--- config.mk ---
export PLATFORM = sky130hd
export DESIGN_NAME = wlio_top
export DESIGN_NICKNAME = d
export VERILOG_FILES = /design/src/verilog/wlio_pkg.sv /design/src/verilog/wlio_sp_if.sv /design/src/verilog/wlio_in_cond.sv /design/src/verilog/wlio_setpoint.sv /design/src/verilog/wlio_top.sv
export SDC_FILE = /design/constraint.sdc
export NUM_CORES = 2
export LEC_CHECK = 0
export ABC_AREA = 0
export BUFFER_PORTS_ARGS = -buffer_cell sky130_fd_sc_hd__buf_2
export CAP_MARGIN = 20
export CORE_AREA = 3 3 359 361
export CTS_CLUSTER_DIAMETER = 60
export DETAILED_ROUTE_END_ITERATION = 7
export DIE_AREA = 0 0 362 364
export GPL_ROUTABILITY_DRIVEN = 0
export GPL_TIMING_DRIVEN = 1
export PLACE_DENSITY_LB_ADDON = 0.3
export SLEW_MARGIN = 10
export SYNTH_ARGS = -nofsm -noshare
export SYNTH_HDL_FRONTEND = slang
export SYNTH_SLANG_ARGS = --single-unit
--- constraint.sdc ---
create_clock -name ref_clk -period 12.1 [get_ports ref_clk]
set_input_delay 2.42 -clock ref_clk [delete_from_list [all_inputs] [get_ports ref_clk]]
set_output_delay 2.42 -clock ref_clk [all_outputs]
set_load 0.02 [all_outputs]
--- src/verilog/wlio_pkg.sv ---
`default_nettype none
package wlio_pkg;
    localparam int NIN = 2;
    localparam int NOUT = 4;
    localparam int WW = 32;
    localparam int TW = 16;
    localparam int ACW = 5;
    typedef logic signed [WW-1:0] wlio_w_t;
    typedef enum logic [3:0] {
        IF_NONE = 4'h0, IF_TARE = 4'h1, IF_CTARE = 4'h2, IF_ZERO = 4'h3,
        IF_XMIT = 4'h4, IF_WIN = 4'h5, IF_DZERO = 4'h6, IF_START = 4'h7,
        IF_BRUN = 4'h8, IF_CLRT = 4'h9, IF_SIC = 4'hA, IF_BFAULT = 4'hB
    } wlio_in_fn_t;
    typedef enum logic [2:0] {
        OF_NONE = 3'h0, OF_SETP = 3'h1, OF_MOTION = 3'h2,
        OF_DEFECT = 3'h3, OF_IMAGE = 3'h4, OF_LEVEL = 3'h5
    } wlio_out_fn_t;
    typedef enum logic [1:0] {
        OM_XMTR = 2'h0, OM_BSCALE = 2'h1, OM_FEEDER = 2'h2
    } wlio_mode_t;
    typedef enum logic [1:0] {MS_GROSS = 2'h0, MS_NET = 2'h1, MS_FACT = 2'h2} wlio_meas_t;
    typedef enum logic [1:0] {
        SS_GROSS = 2'h0, SS_NET = 2'h1, SS_SIC = 2'h2, SS_BATCH = 2'h3
    } wlio_sp_src_t;
    typedef enum logic [2:0] {
        AS_NONE = 3'h0, AS_GROSS = 3'h1, AS_NET = 3'h2, AS_LEVEL = 3'h3,
        AS_FLOWCTL = 3'h4, AS_IFLOW = 3'h5, AS_AFLOW = 3'h6, AS_SPEED = 3'h7
    } wlio_ana_src_t;
    typedef enum logic [1:0] {AL_OFF = 2'h1, AL_ON = 2'h2} wlio_al_st_t;
    localparam wlio_w_t W_RST = 32'h0000_0000;
    localparam wlio_w_t ANA_ERR = 32'h8000_0000;
    localparam wlio_w_t RAMP_STEP = 32'h0000_0040;
    localparam logic [6:0] PCT_NORM = 7'h0A;
    localparam logic [6:0] PCT_LEGAL = 7'h02;
    localparam logic [6:0] PCT_SCALE = 7'h64;
    localparam logic [TW-1:0] CNT_RST = 16'h0000;
    localparam logic [TW-1:0] CNT_ONE = 16'h0001;
    localparam logic [ACW-1:0] ACFG_RST = 5'h00;
endpackage : wlio_pkg
`default_nettype wire

--- src/verilog/wlio_sp_if.sv ---
`timescale 1ns/100ps
`default_nettype none
interface wlio_sp_if;
    logic signed [wlio_pkg::WW-1:0] value;
    logic signed [wlio_pkg::WW-1:0] low;
    logic signed [wlio_pkg::WW-1:0] high;
    logic win;
    logic hit;
    modport cmp (input value, input low, input high, input win, output hit);
    modport src (output value, output low, output high, output win, input hit);
endinterface : wlio_sp_if
`default_nettype wire

--- src/verilog/wlio_in_cond.sv ---
`timescale 1ns/100ps
`default_nettype none
module wlio_in_cond (
    input wire logic ref_clk,
    input wire logic rst,
    input wire logic clk_en,
    input wire logic pin,
    input wire logic neg,
    input wire logic [wlio_pkg::TW-1:0] db_time,
    output logic phys,
    output logic lvl,
    output logic act
);
    import wlio_pkg::*;
    logic s1_r, s2_r, db_r, act_r;
    logic [TW-1:0] cnt_r;
    wire differ = s2_r != db_r;
    wire settle = differ && (cnt_r >= db_time);

    always_ff @(posedge ref_clk) begin
        if (rst) begin
            s1_r <= 1'b0;
            s2_r <= 1'b0;
            db_r <= 1'b0;
            act_r <= 1'b0;
            cnt_r <= CNT_RST;
        end else if (clk_en) begin
            s1_r <= pin;
            s2_r <= s1_r;
            cnt_r <= (differ && !settle) ? cnt_r + CNT_ONE : CNT_RST;
            if (settle) begin
                db_r <= s2_r;
            end
            act_r <= settle && (s2_r ^ neg);
        end
    end

    assign phys = db_r;
    assign lvl = db_r ^ neg;
    assign act = act_r;
endmodule : wlio_in_cond
`default_nettype wire

--- src/verilog/wlio_setpoint.sv ---
`timescale 1ns/100ps
`default_nettype none
module wlio_setpoint (
    input wire logic ref_clk,
    input wire logic rst,
    input wire logic clk_en,
    wlio_sp_if.cmp sp
);
    import wlio_pkg::*;
    logic hit_r;
    wire above = sp.value >= sp.high;
    wire below = sp.value <= sp.low;
    wire in_win = (sp.value >= sp.low) && (sp.value <= sp.high);
    wire hys_nxt = above ? 1'b1 : (below ? 1'b0 : hit_r);

    always_ff @(posedge ref_clk) begin
        if (rst) begin
            hit_r <= 1'b0;
        end else if (clk_en) begin
            hit_r <= sp.win ? in_win : hys_nxt;
        end
    end

    assign sp.hit = hit_r;
endmodule : wlio_setpoint
`default_nettype wire

--- src/verilog/wlio_top.sv ---
// Function
// Tare input edge acquires tare, polarity-selected
// Tare needs stability unless check disabled
// Cancel-tare edge clears stored tare
// Zero accepted within 10% or 2% capacity
// Zero input edge triggers zero acquisition
// One measurement sent per transmit edge
// Window input repeats transmission each period
// Both inputs window: only input 2 counts
// Input functions gated by operating mode
// Master runs sensor check only when idle
// Each output has own polarity
// Set point output n follows set point n
// Set point is hysteresis or window comparator
// Set point source gross, net, check, batch
// Motion output reflects stability indication
// Defect output follows integrity alarm only
// Image outputs mirror inputs, direct or inverted
// Level-on-request output follows master level
// Analog weight or flow shows error on alarm
// Analog range and enables apply after reset
// Flow control output ramps up and down
// Per-input polarity, common debounce time
// Alarm has debounce and minimum activation time
// Inputs synchronised, one trigger per edge
`timescale 1ns/100ps
`default_nettype none
module wlio_top (
    input wire logic ref_clk,
    input wire logic rst,
    input wire logic clk_en,
    input wire logic [wlio_pkg::NIN-1:0] in_pin,
    input wire logic [wlio_pkg::NIN-1:0] in_neg,
    input wire logic [wlio_pkg::TW-1:0] db_time,
    input wire wlio_pkg::wlio_in_fn_t in_fn [wlio_pkg::NIN],
    input wire wlio_pkg::wlio_mode_t op_mode,
    input wire logic stab_en,
    input wire logic stable,
    input wire logic legal_trade,
    input wire logic [wlio_pkg::WW-1:0] capacity,
    input wire wlio_pkg::wlio_w_t raw_gross,
    input wire wlio_pkg::wlio_w_t factory,
    input wire wlio_pkg::wlio_meas_t meas_sel,
    input wire logic [wlio_pkg::TW-1:0] sample_period,
    input wire wlio_pkg::wlio_w_t sic_result,
    input wire wlio_pkg::wlio_w_t batch_val,
    input wire wlio_pkg::wlio_out_fn_t out_fn [wlio_pkg::NOUT],
    input wire logic [wlio_pkg::NOUT-1:0] out_neg,
    input wire wlio_pkg::wlio_sp_src_t sp_src [wlio_pkg::NOUT],
    input wire wlio_pkg::wlio_w_t sp_low [wlio_pkg::NOUT],
    input wire wlio_pkg::wlio_w_t sp_high [wlio_pkg::NOUT],
    input wire logic [wlio_pkg::NOUT-1:0] sp_win,
    input wire logic [wlio_pkg::NOUT-1:0] master_lvl,
    input wire logic raw_alarm,
    input wire logic [wlio_pkg::TW-1:0] al_db_time,
    input wire logic [wlio_pkg::TW-1:0] al_min_time,
    input wire wlio_pkg::wlio_ana_src_t ana_src,
    input wire logic [wlio_pkg::ACW-1:0] ana_cfg,
    input wire wlio_pkg::wlio_w_t ana_req,
    input wire wlio_pkg::wlio_w_t flow_cmd,
    input wire logic flow_run,
    input wire wlio_pkg::wlio_w_t iflow,
    input wire wlio_pkg::wlio_w_t aflow,
    input wire wlio_pkg::wlio_w_t speed,
    output logic [wlio_pkg::NOUT-1:0] out_pin,
    output wlio_pkg::wlio_w_t gross_out,
    output wlio_pkg::wlio_w_t net_out,
    output wlio_pkg::wlio_w_t tare_out,
    output wlio_pkg::wlio_w_t zero_out,
    output logic zero_rej,
    output logic xmit_p,
    output wlio_pkg::wlio_w_t xmit_val,
    output logic sic_p,
    output logic dzero_p,
    output logic start_p,
    output logic clrt_p,
    output logic brun_lvl,
    output logic bfault_lvl,
    output logic alarm,
    output wlio_pkg::wlio_w_t ana_val,
    output logic [wlio_pkg::ACW-1:0] ana_cfg_act
);
    import wlio_pkg::*;

    logic [NIN-1:0] phys_w, lvl_w, act_w;
    wlio_in_fn_t fe_w [NIN];
    wlio_in_fn_t g0_w, g1_w;

    function automatic wlio_in_fn_t fn_gate(wlio_mode_t m, wlio_in_fn_t f);
        logic belt_only;
        logic xm_only;
        belt_only = f inside {IF_DZERO, IF_START, IF_BRUN, IF_CLRT, IF_BFAULT};
        xm_only = f inside {IF_XMIT, IF_WIN};
        fn_gate = ((m == OM_XMTR) ? belt_only : xm_only) ? IF_NONE : f;
    endfunction : fn_gate

    // Selections passed in, so the assigns below see every change
    function automatic logic [NIN-1:0] pick(wlio_in_fn_t f, wlio_in_fn_t a, wlio_in_fn_t b);
        pick = {b == f, a == f};
    endfunction : pick

    // Shared debounce time, own polarity per input
    for (genvar i = 0; i < NIN; i++) begin : g_in
        wlio_in_cond u_in (
            .ref_clk(ref_clk),
            .rst(rst),
            .clk_en(clk_en),
            .pin(in_pin[i]),
            .neg(in_neg[i]),
            .db_time(db_time),
            .phys(phys_w[i]),
            .lvl(lvl_w[i]),
            .act(act_w[i])
        );
    end

    assign g0_w = fn_gate(op_mode, in_fn[0]);
    assign g1_w = fn_gate(op_mode, in_fn[1]);
    wire both_win = (g0_w == IF_WIN) && (g1_w == IF_WIN);
    assign fe_w[0] = both_win ? IF_NONE : g0_w;
    assign fe_w[1] = g1_w;

    wire tare_go = |(act_w & pick(IF_TARE, fe_w[0], fe_w[1]));
    wire ctare_go = |(act_w & pick(IF_CTARE, fe_w[0], fe_w[1]));
    wire zero_go = |(act_w & pick(IF_ZERO, fe_w[0], fe_w[1]));
    wire xmit_edge = |(act_w & pick(IF_XMIT, fe_w[0], fe_w[1]));
    wire win_lvl = |(lvl_w & pick(IF_WIN, fe_w[0], fe_w[1]));
    wire sic_go = |(act_w & pick(IF_SIC, fe_w[0], fe_w[1]));
    wire dz_go = |(act_w & pick(IF_DZERO, fe_w[0], fe_w[1]));
    wire st_go = |(act_w & pick(IF_START, fe_w[0], fe_w[1]));
    wire clrt_go = |(act_w & pick(IF_CLRT, fe_w[0], fe_w[1]));
    wire brun_w = |(lvl_w & pick(IF_BRUN, fe_w[0], fe_w[1]));
    wire bflt_w = |(lvl_w & pick(IF_BFAULT, fe_w[0], fe_w[1]));

    wlio_w_t gross_r, net_r, tare_r, zero_r, xval_r;
    logic zrej_r, xmit_r, sic_r, dz_r, st_r, clrt_r, brun_r, bflt_r;

    // Weighing values, tare and zero
    wire stab_ok = !stab_en || stable;
    wire [6:0] zpct = legal_trade ? PCT_LEGAL : PCT_NORM;
    wire [WW-1:0] zabs = raw_gross[WW-1] ? WW'(-raw_gross) : WW'(raw_gross);
    wire [WW+6:0] zabs_x = {7'h00, zabs} * {{WW{1'b0}}, PCT_SCALE};
    wire [WW+6:0] zlim = {7'h00, capacity} * {{WW{1'b0}}, zpct};
    // Multiply both sides so no divider is needed
    wire zero_ok = stab_ok && (zabs_x <= zlim);

    always_ff @(posedge ref_clk) begin
        if (rst) begin
            gross_r <= W_RST;
            net_r <= W_RST;
            tare_r <= W_RST;
            zero_r <= W_RST;
            zrej_r <= 1'b0;
        end else if (clk_en) begin
            gross_r <= raw_gross - zero_r;
            net_r <= gross_r - tare_r;
            if (ctare_go) begin
                tare_r <= W_RST;
            end
            // Acquisition wins a same-cycle cancel
            if (tare_go && stab_ok) begin
                tare_r <= gross_r;
            end
            if (zero_go && zero_ok) begin
                zero_r <= raw_gross;
            end
            zrej_r <= zero_go && !zero_ok;
        end
    end

    // Measurement transmission
    logic win_prev_r;
    logic [TW-1:0] win_cnt_r;
    wire [TW-1:0] win_inc = win_cnt_r + CNT_ONE;
    wire win_tick = win_lvl && (!win_prev_r || (win_inc >= sample_period));
    wire xmit_go = xmit_edge || win_tick;
    wlio_w_t meas_w;
    assign meas_w = (meas_sel == MS_NET) ? net_r : ((meas_sel == MS_FACT) ? factory : gross_r);

    always_ff @(posedge ref_clk) begin
        if (rst) begin
            win_prev_r <= 1'b0;
            win_cnt_r <= CNT_RST;
            xmit_r <= 1'b0;
            xval_r <= W_RST;
        end else if (clk_en) begin
            win_prev_r <= win_lvl;
            win_cnt_r <= (win_tick || !win_lvl) ? CNT_RST : win_inc;
            xmit_r <= xmit_go;
            if (xmit_go) begin
                xval_r <= meas_w;
            end
        end
    end

    always_ff @(posedge ref_clk) begin
        if (rst) begin
            {sic_r, dz_r, st_r, clrt_r, brun_r, bflt_r} <= 6'h00;
        end else if (clk_en) begin
            {sic_r, dz_r, st_r, clrt_r, brun_r, bflt_r} <=
                {sic_go, dz_go, st_go, clrt_go, brun_w, bflt_w};
        end
    end

    // Integrity alarm debounce and minimum on-time
    wlio_al_st_t al_st_r, al_st_nxt;
    logic [TW-1:0] al_cnt_r, al_on_r;
    logic alarm_r;
    wire al_now = al_st_r == AL_ON;
    wire al_diff = raw_alarm != al_now;
    wire al_min_met = al_on_r >= al_min_time;
    wire al_settle = al_diff && (al_cnt_r >= al_db_time) && (!al_now || al_min_met);

    always_comb begin
        al_st_nxt = al_st_r;
        case (al_st_r)
            AL_OFF: begin
                if (al_settle) al_st_nxt = AL_ON;
            end
            AL_ON: begin
                if (al_settle) al_st_nxt = AL_OFF;
            end
            default: begin
                al_st_nxt = AL_OFF;
            end
        endcase
    end

    always_ff @(posedge ref_clk) begin
        if (rst) begin
            al_st_r <= AL_OFF;
            al_cnt_r <= CNT_RST;
            al_on_r <= CNT_RST;
            alarm_r <= 1'b0;
        end else if (clk_en) begin
            al_st_r <= al_st_nxt;
            // Saturate so a long wait cannot wrap the count
            al_cnt_r <= (!al_diff || al_settle) ? CNT_RST :
                ((al_cnt_r >= al_db_time) ? al_cnt_r : al_cnt_r + CNT_ONE);
            al_on_r <= !al_now ? CNT_RST : (al_min_met ? al_on_r : al_on_r + CNT_ONE);
            alarm_r <= al_st_nxt == AL_ON;
        end
    end

    // Outputs
    wlio_sp_if sp_if [NOUT] ();
    logic [NOUT-1:0] hit_w, olvl_w, out_r;

    for (genvar i = 0; i < NOUT; i++) begin : g_out
        assign sp_if[i].value = (sp_src[i] == SS_NET) ? net_r :
            ((sp_src[i] == SS_SIC) ? sic_result :
            ((sp_src[i] == SS_BATCH) ? batch_val : gross_r));
        assign sp_if[i].low = sp_low[i];
        assign sp_if[i].high = sp_high[i];
        assign sp_if[i].win = sp_win[i];
        wlio_setpoint u_sp (
            .ref_clk(ref_clk),
            .rst(rst),
            .clk_en(clk_en),
            .sp(sp_if[i].cmp)
        );
        assign hit_w[i] = sp_if[i].hit;
        assign olvl_w[i] = (out_fn[i] == OF_SETP) ? hit_w[i] :
            (out_fn[i] == OF_MOTION) ? !stable :
            (out_fn[i] == OF_DEFECT) ? alarm_r :
            (out_fn[i] == OF_IMAGE) ? phys_w[i % NIN] :
            (out_fn[i] == OF_LEVEL) ? master_lvl[i] : 1'b0;
    end

    always_ff @(posedge ref_clk) begin
        if (rst) begin
            out_r <= 4'h0;
        end else if (clk_en) begin
            out_r <= olvl_w ^ out_neg;
        end
    end

    // Analog output source and ramp
    wlio_w_t ramp_r, ana_r;
    logic [ACW-1:0] acfg_r;
    wire ana_errsrc = ana_src inside {AS_GROSS, AS_NET, AS_IFLOW, AS_AFLOW};
    wlio_w_t ramp_tgt, ramp_gap, ramp_nxt, ana_nxt;
    assign ramp_tgt = flow_run ? flow_cmd : W_RST;
    wire ramp_up = ramp_r < ramp_tgt;
    assign ramp_gap = ramp_up ? ramp_tgt - ramp_r : ramp_r - ramp_tgt;
    assign ramp_nxt = (ramp_gap <= RAMP_STEP) ? ramp_tgt :
        (ramp_up ? ramp_r + RAMP_STEP : ramp_r - RAMP_STEP);
    assign ana_nxt = (alarm_r && ana_errsrc) ? ANA_ERR :
        (ana_src == AS_GROSS) ? gross_r :
        (ana_src == AS_NET) ? net_r :
        (ana_src == AS_LEVEL) ? ana_req :
        (ana_src == AS_FLOWCTL && op_mode != OM_XMTR) ? ramp_r :
        (ana_src == AS_IFLOW) ? iflow :
        (ana_src == AS_AFLOW) ? aflow :
        (ana_src == AS_SPEED) ? speed : W_RST;

    always_ff @(posedge ref_clk) begin
        if (rst) begin
            // Range and enables sampled only while in reset
            acfg_r <= ana_cfg;
            ramp_r <= W_RST;
            ana_r <= W_RST;
        end else if (clk_en) begin
            ramp_r <= ramp_nxt;
            ana_r <= ana_nxt;
        end
    end

    assign out_pin = out_r;
    assign gross_out = gross_r;
    assign net_out = net_r;
    assign tare_out = tare_r;
    assign zero_out = zero_r;
    assign zero_rej = zrej_r;
    assign xmit_p = xmit_r;
    assign xmit_val = xval_r;
    assign sic_p = sic_r;
    assign dzero_p = dz_r;
    assign start_p = st_r;
    assign clrt_p = clrt_r;
    assign brun_lvl = brun_r;
    assign bfault_lvl = bflt_r;
    assign alarm = alarm_r;
    assign ana_val = ana_r;
    assign ana_cfg_act = acfg_r;
endmodule : wlio_top
`default_nettype wire

==> metrics.cfg <==
[power]
switchingPower_mw = 3.348
combPwrFrac_pct = 57.9
p_clk_share_pct = 23.5
seqPwrFrac_pct = 18.7
p_int_mw = 4.044
fin_total_pwr_mw = 7.393
power.density_mw_per_mm2 = 145.3
leakagePower_nw = 26.10
netSwitchingFraction_pct = 45.30
ir_drop_v = 0.0001156

[grt]
gr-usage-met2_pct = 45.04
grt_first_pass_wirelength_mm = 281.9
met1_usage_pct = 34.68
grt_max_degree = 70
grt-ovfl-total = 0
grt.busiest_layer = met2
first_global_vias = 42380
met3_usage_pct = 7.178
antenna_found_initial = 46
grt_util_all_layers_pct = 28.71

[setup_path]
arrival_ns = 10.22
end_kind = register
crit_fanout = 32
start_kind = primary input
crit_type = primary input to register
max_stage_delay_ns = 0.64
required_ns = 12.56
cp_common_cell = a21o_1
crit_buf_inv = 4
cp_top_family = compound AO/OA/AOI/OAI gates
crit_slowest_cell = or4_1

[sta]
whs_ns = 0.4794
setup_viol = 0
fmax_ghz = 0.1025
relSlewSlack_pct = 14.29
finalHoldViolCount = 0
period_share_pct = 80.62
worst_slew_pin_slew_ns = 1.272
fin_crit_ns = 9.756
slew_viol_final = 0
finClkSkew_ns = 0.06835
setup-tns-final_ns = 0
rsz0062_at_grt = no

[cts]
cts_root_buffer = clkbuf_16
clk_pin_slew_ns = 0.07
hold_buffers = 0
clk_latency_ns = 0.67
h-tree-depth = 2
postCtsSetupBuffers = 0
clock_path_buffers = 3
cts_buffers = 55
clock-sinks = 337
cts_tree = yes
post_cts_resized = 0

[yosys]
syn_area_per_cell_um2 = 7.996
ys_seq_elements = 337
syn-cell-area_mm2 = 0.04254
ys_seq_area_share_pct = 15.98
syn-num-nets = 6778
ys_types = 99
syn_inst = 5320
synth-edff-count = 5
synth_flop_cell = dfxtp_1
ys_async_sr_fraction_pct = 0
ys_warn_count = 0

[detailed_routing]
wl_per_cell_um = 25.29
drc = 1
viasPerCell = 5.654
drt.antenna.violating_nets = 0
drt_iter0_markers = 4086
drt_wl_total_mm = 198.4
vias = 44370
drt_first_pass_iters = 8

[layout]
layout_commonest_cell = buf_2
layout_common_cells = buf_2 (911), ha_1 (724), inv_1 (638), nor2_1 (476), dfxtp_1 (332)
fin_cells = 7847
drive_above_1_share_pct = 20.50
layout.nets = 7578
layout-area-overhead-vs-synth_pct = 19.59

[die]
start_util_pct = 33.83
dieHeight_um = 364
core_area_mm2 = 0.1257
row_count = 130
die-area_mm2 = 0.1318
ios = 914
die_w_um = 362

[run_status]
outcome = complete, but fails checks
failed_checks = design-rule violations

[placed_design]
dp_hpwl_mm = 164.7
io_buffer_count = 913
dp.cells = 7711

[hold_path]
hp-class = register to register

[flow_run]
maxCapViolations = 0

power by group through the flow:
stage	registers, mW	logic [mW]	clock network, mW
6_report	1.38	4.28	1.73
5_1_grt	1.38	4.73	1.82
4_1_cts	1.37	4.23	1.77
3_5_place_dp	1.39	4.20	0
3_3_place_gp	1.39	4.14	0
2_1_floorplan	1.33	3.11	0
routing by layer:
layer	vias to the layer above	routed length, um
met5	-	48
met4	6	15130
met3	446	17600
met2	1986	87170
met1	21100	78470
li1	20830	-
through the flow:
stage / utilization (%) / instance area [um2] / setup WS [ns]
after floorplan: - / 42540 / 2.850
after global placement: 38.78 / 48760 / 1.823
after detailed placement: 38.78 / 48760 / 1.700
after CTS: 40.37 / 50760 / 2.390
after global routing: 40.44 / 50850 / 1.650
final: 40.46 / 50870 / 2.344
cells in the mapped netlist, types with 34 or more instances:
master	count	area [um2]
a31oi_1	34	212.7
and3_1	48	300.3
o21a_1	77	578.1
or3_1	38	237.7
o22ai_1	40	250.2
mux4_2	128	2883
mux2i_1	105	1051
a22oi_1	69	518.0
a221oi_1	39	341.6
nand4_1	107	669.4
ha_1	724	9059
a21o_1	203	1524
nor2_1	478	1794
nand3_1	97	485.5
nand2_1	295	1107
a211oi_1	58	435.4
inv_1	640	2402
a21oi_1	306	1531
nor3_1	100	500.5
nand2b_1	82	513.0
clkbuf_1	169	634.4
nor2b_1	101	631.9
o21ai_0	307	1536
dfxtp_1	332	6646
xnor2_1	172	1506
xor2_1	91	797.0
worst register-to-register path, cell delays in order, from the launching register on:
cell      delay, ns
dfxtp_1        0.50
inv_1          0.15
ha_1           0.54
nand4_1        0.30
nor2_1         0.23
o21ai_2        0.15
a31oi_4        0.25
o21ai_2        0.13
a31oi_4        0.17
buf_4          0.48
ha_1           0.41
nor2b_1        0.16
o31a_1         0.28
o31ai_1        0.31
a31oi_1        0.28
o211ai_1       0.32
a21oi_1        0.13
o21ai_0        0.18
nand2b_1       0.12
a21o_1         0.21
a21oi_1        0.19
xor2_1         0.16
nor2_1         0.05
a221o_1        0.32
cell type report:
class                           instances  area [um2]
Multi-Input combinational cell       4116       32500
Fill cell                           12980       74860
Antenna cell                           30       75.07
Clock inverter                         37       519.2
Timing Repair Buffer                  969        5025
Sequential cell                       337        6797
Inverter                              641        2409
Clock buffer                           67        1481
Tap cell                             1650        2064
path summary, 6_finish.rpt:
path                     start  cells past startpoint  slack, ns      endpoint
hold / removal      win_prev_r                      2       0.48    win_prev_r
setup reg to reg     ramp_r[7]                     23       5.96    ramp_r[28]
hold reg to reg     win_prev_r                      2       0.48    win_prev_r
setup / recovery  raw_gross[7]                     35       2.34  zero_out[12]
cell families after synthesis:
group                      count (synthesis)  synth area share (%)
AOI/OAI and AO/OA                       1407                 22.14
xor gates and xnor gates                 263                 5.415
adders and majority gates                754                 22.71
buffers and inverters                    867                 7.809
DFF                                      337                 15.98
muxes                                    242                 9.486
and+or+nand+nor                         1450                 16.47
registers in the layout, indices dropped and copies added, names as in the netlist, 2 cells and up:
signal             cells
al_cnt_r              16
al_on_r               16
al_st_r                2
ana_cfg_act            5
ana_val               32
g_in.u_in.act          2
g_in.u_in.cnt_r       32
g_in.u_in.phys         2
g_in.u_in.s1_r         2
g_in.u_in.s2_r         2
g_out.u_sp.sp.hit      4
gross_out             32
net_out               32
out_pin                4
ramp_r                32
tare_out              32
win_cnt_r             16
xmit_val              32
zero_out              32
No activity file was read; power rests on OpenSTA's default activity.
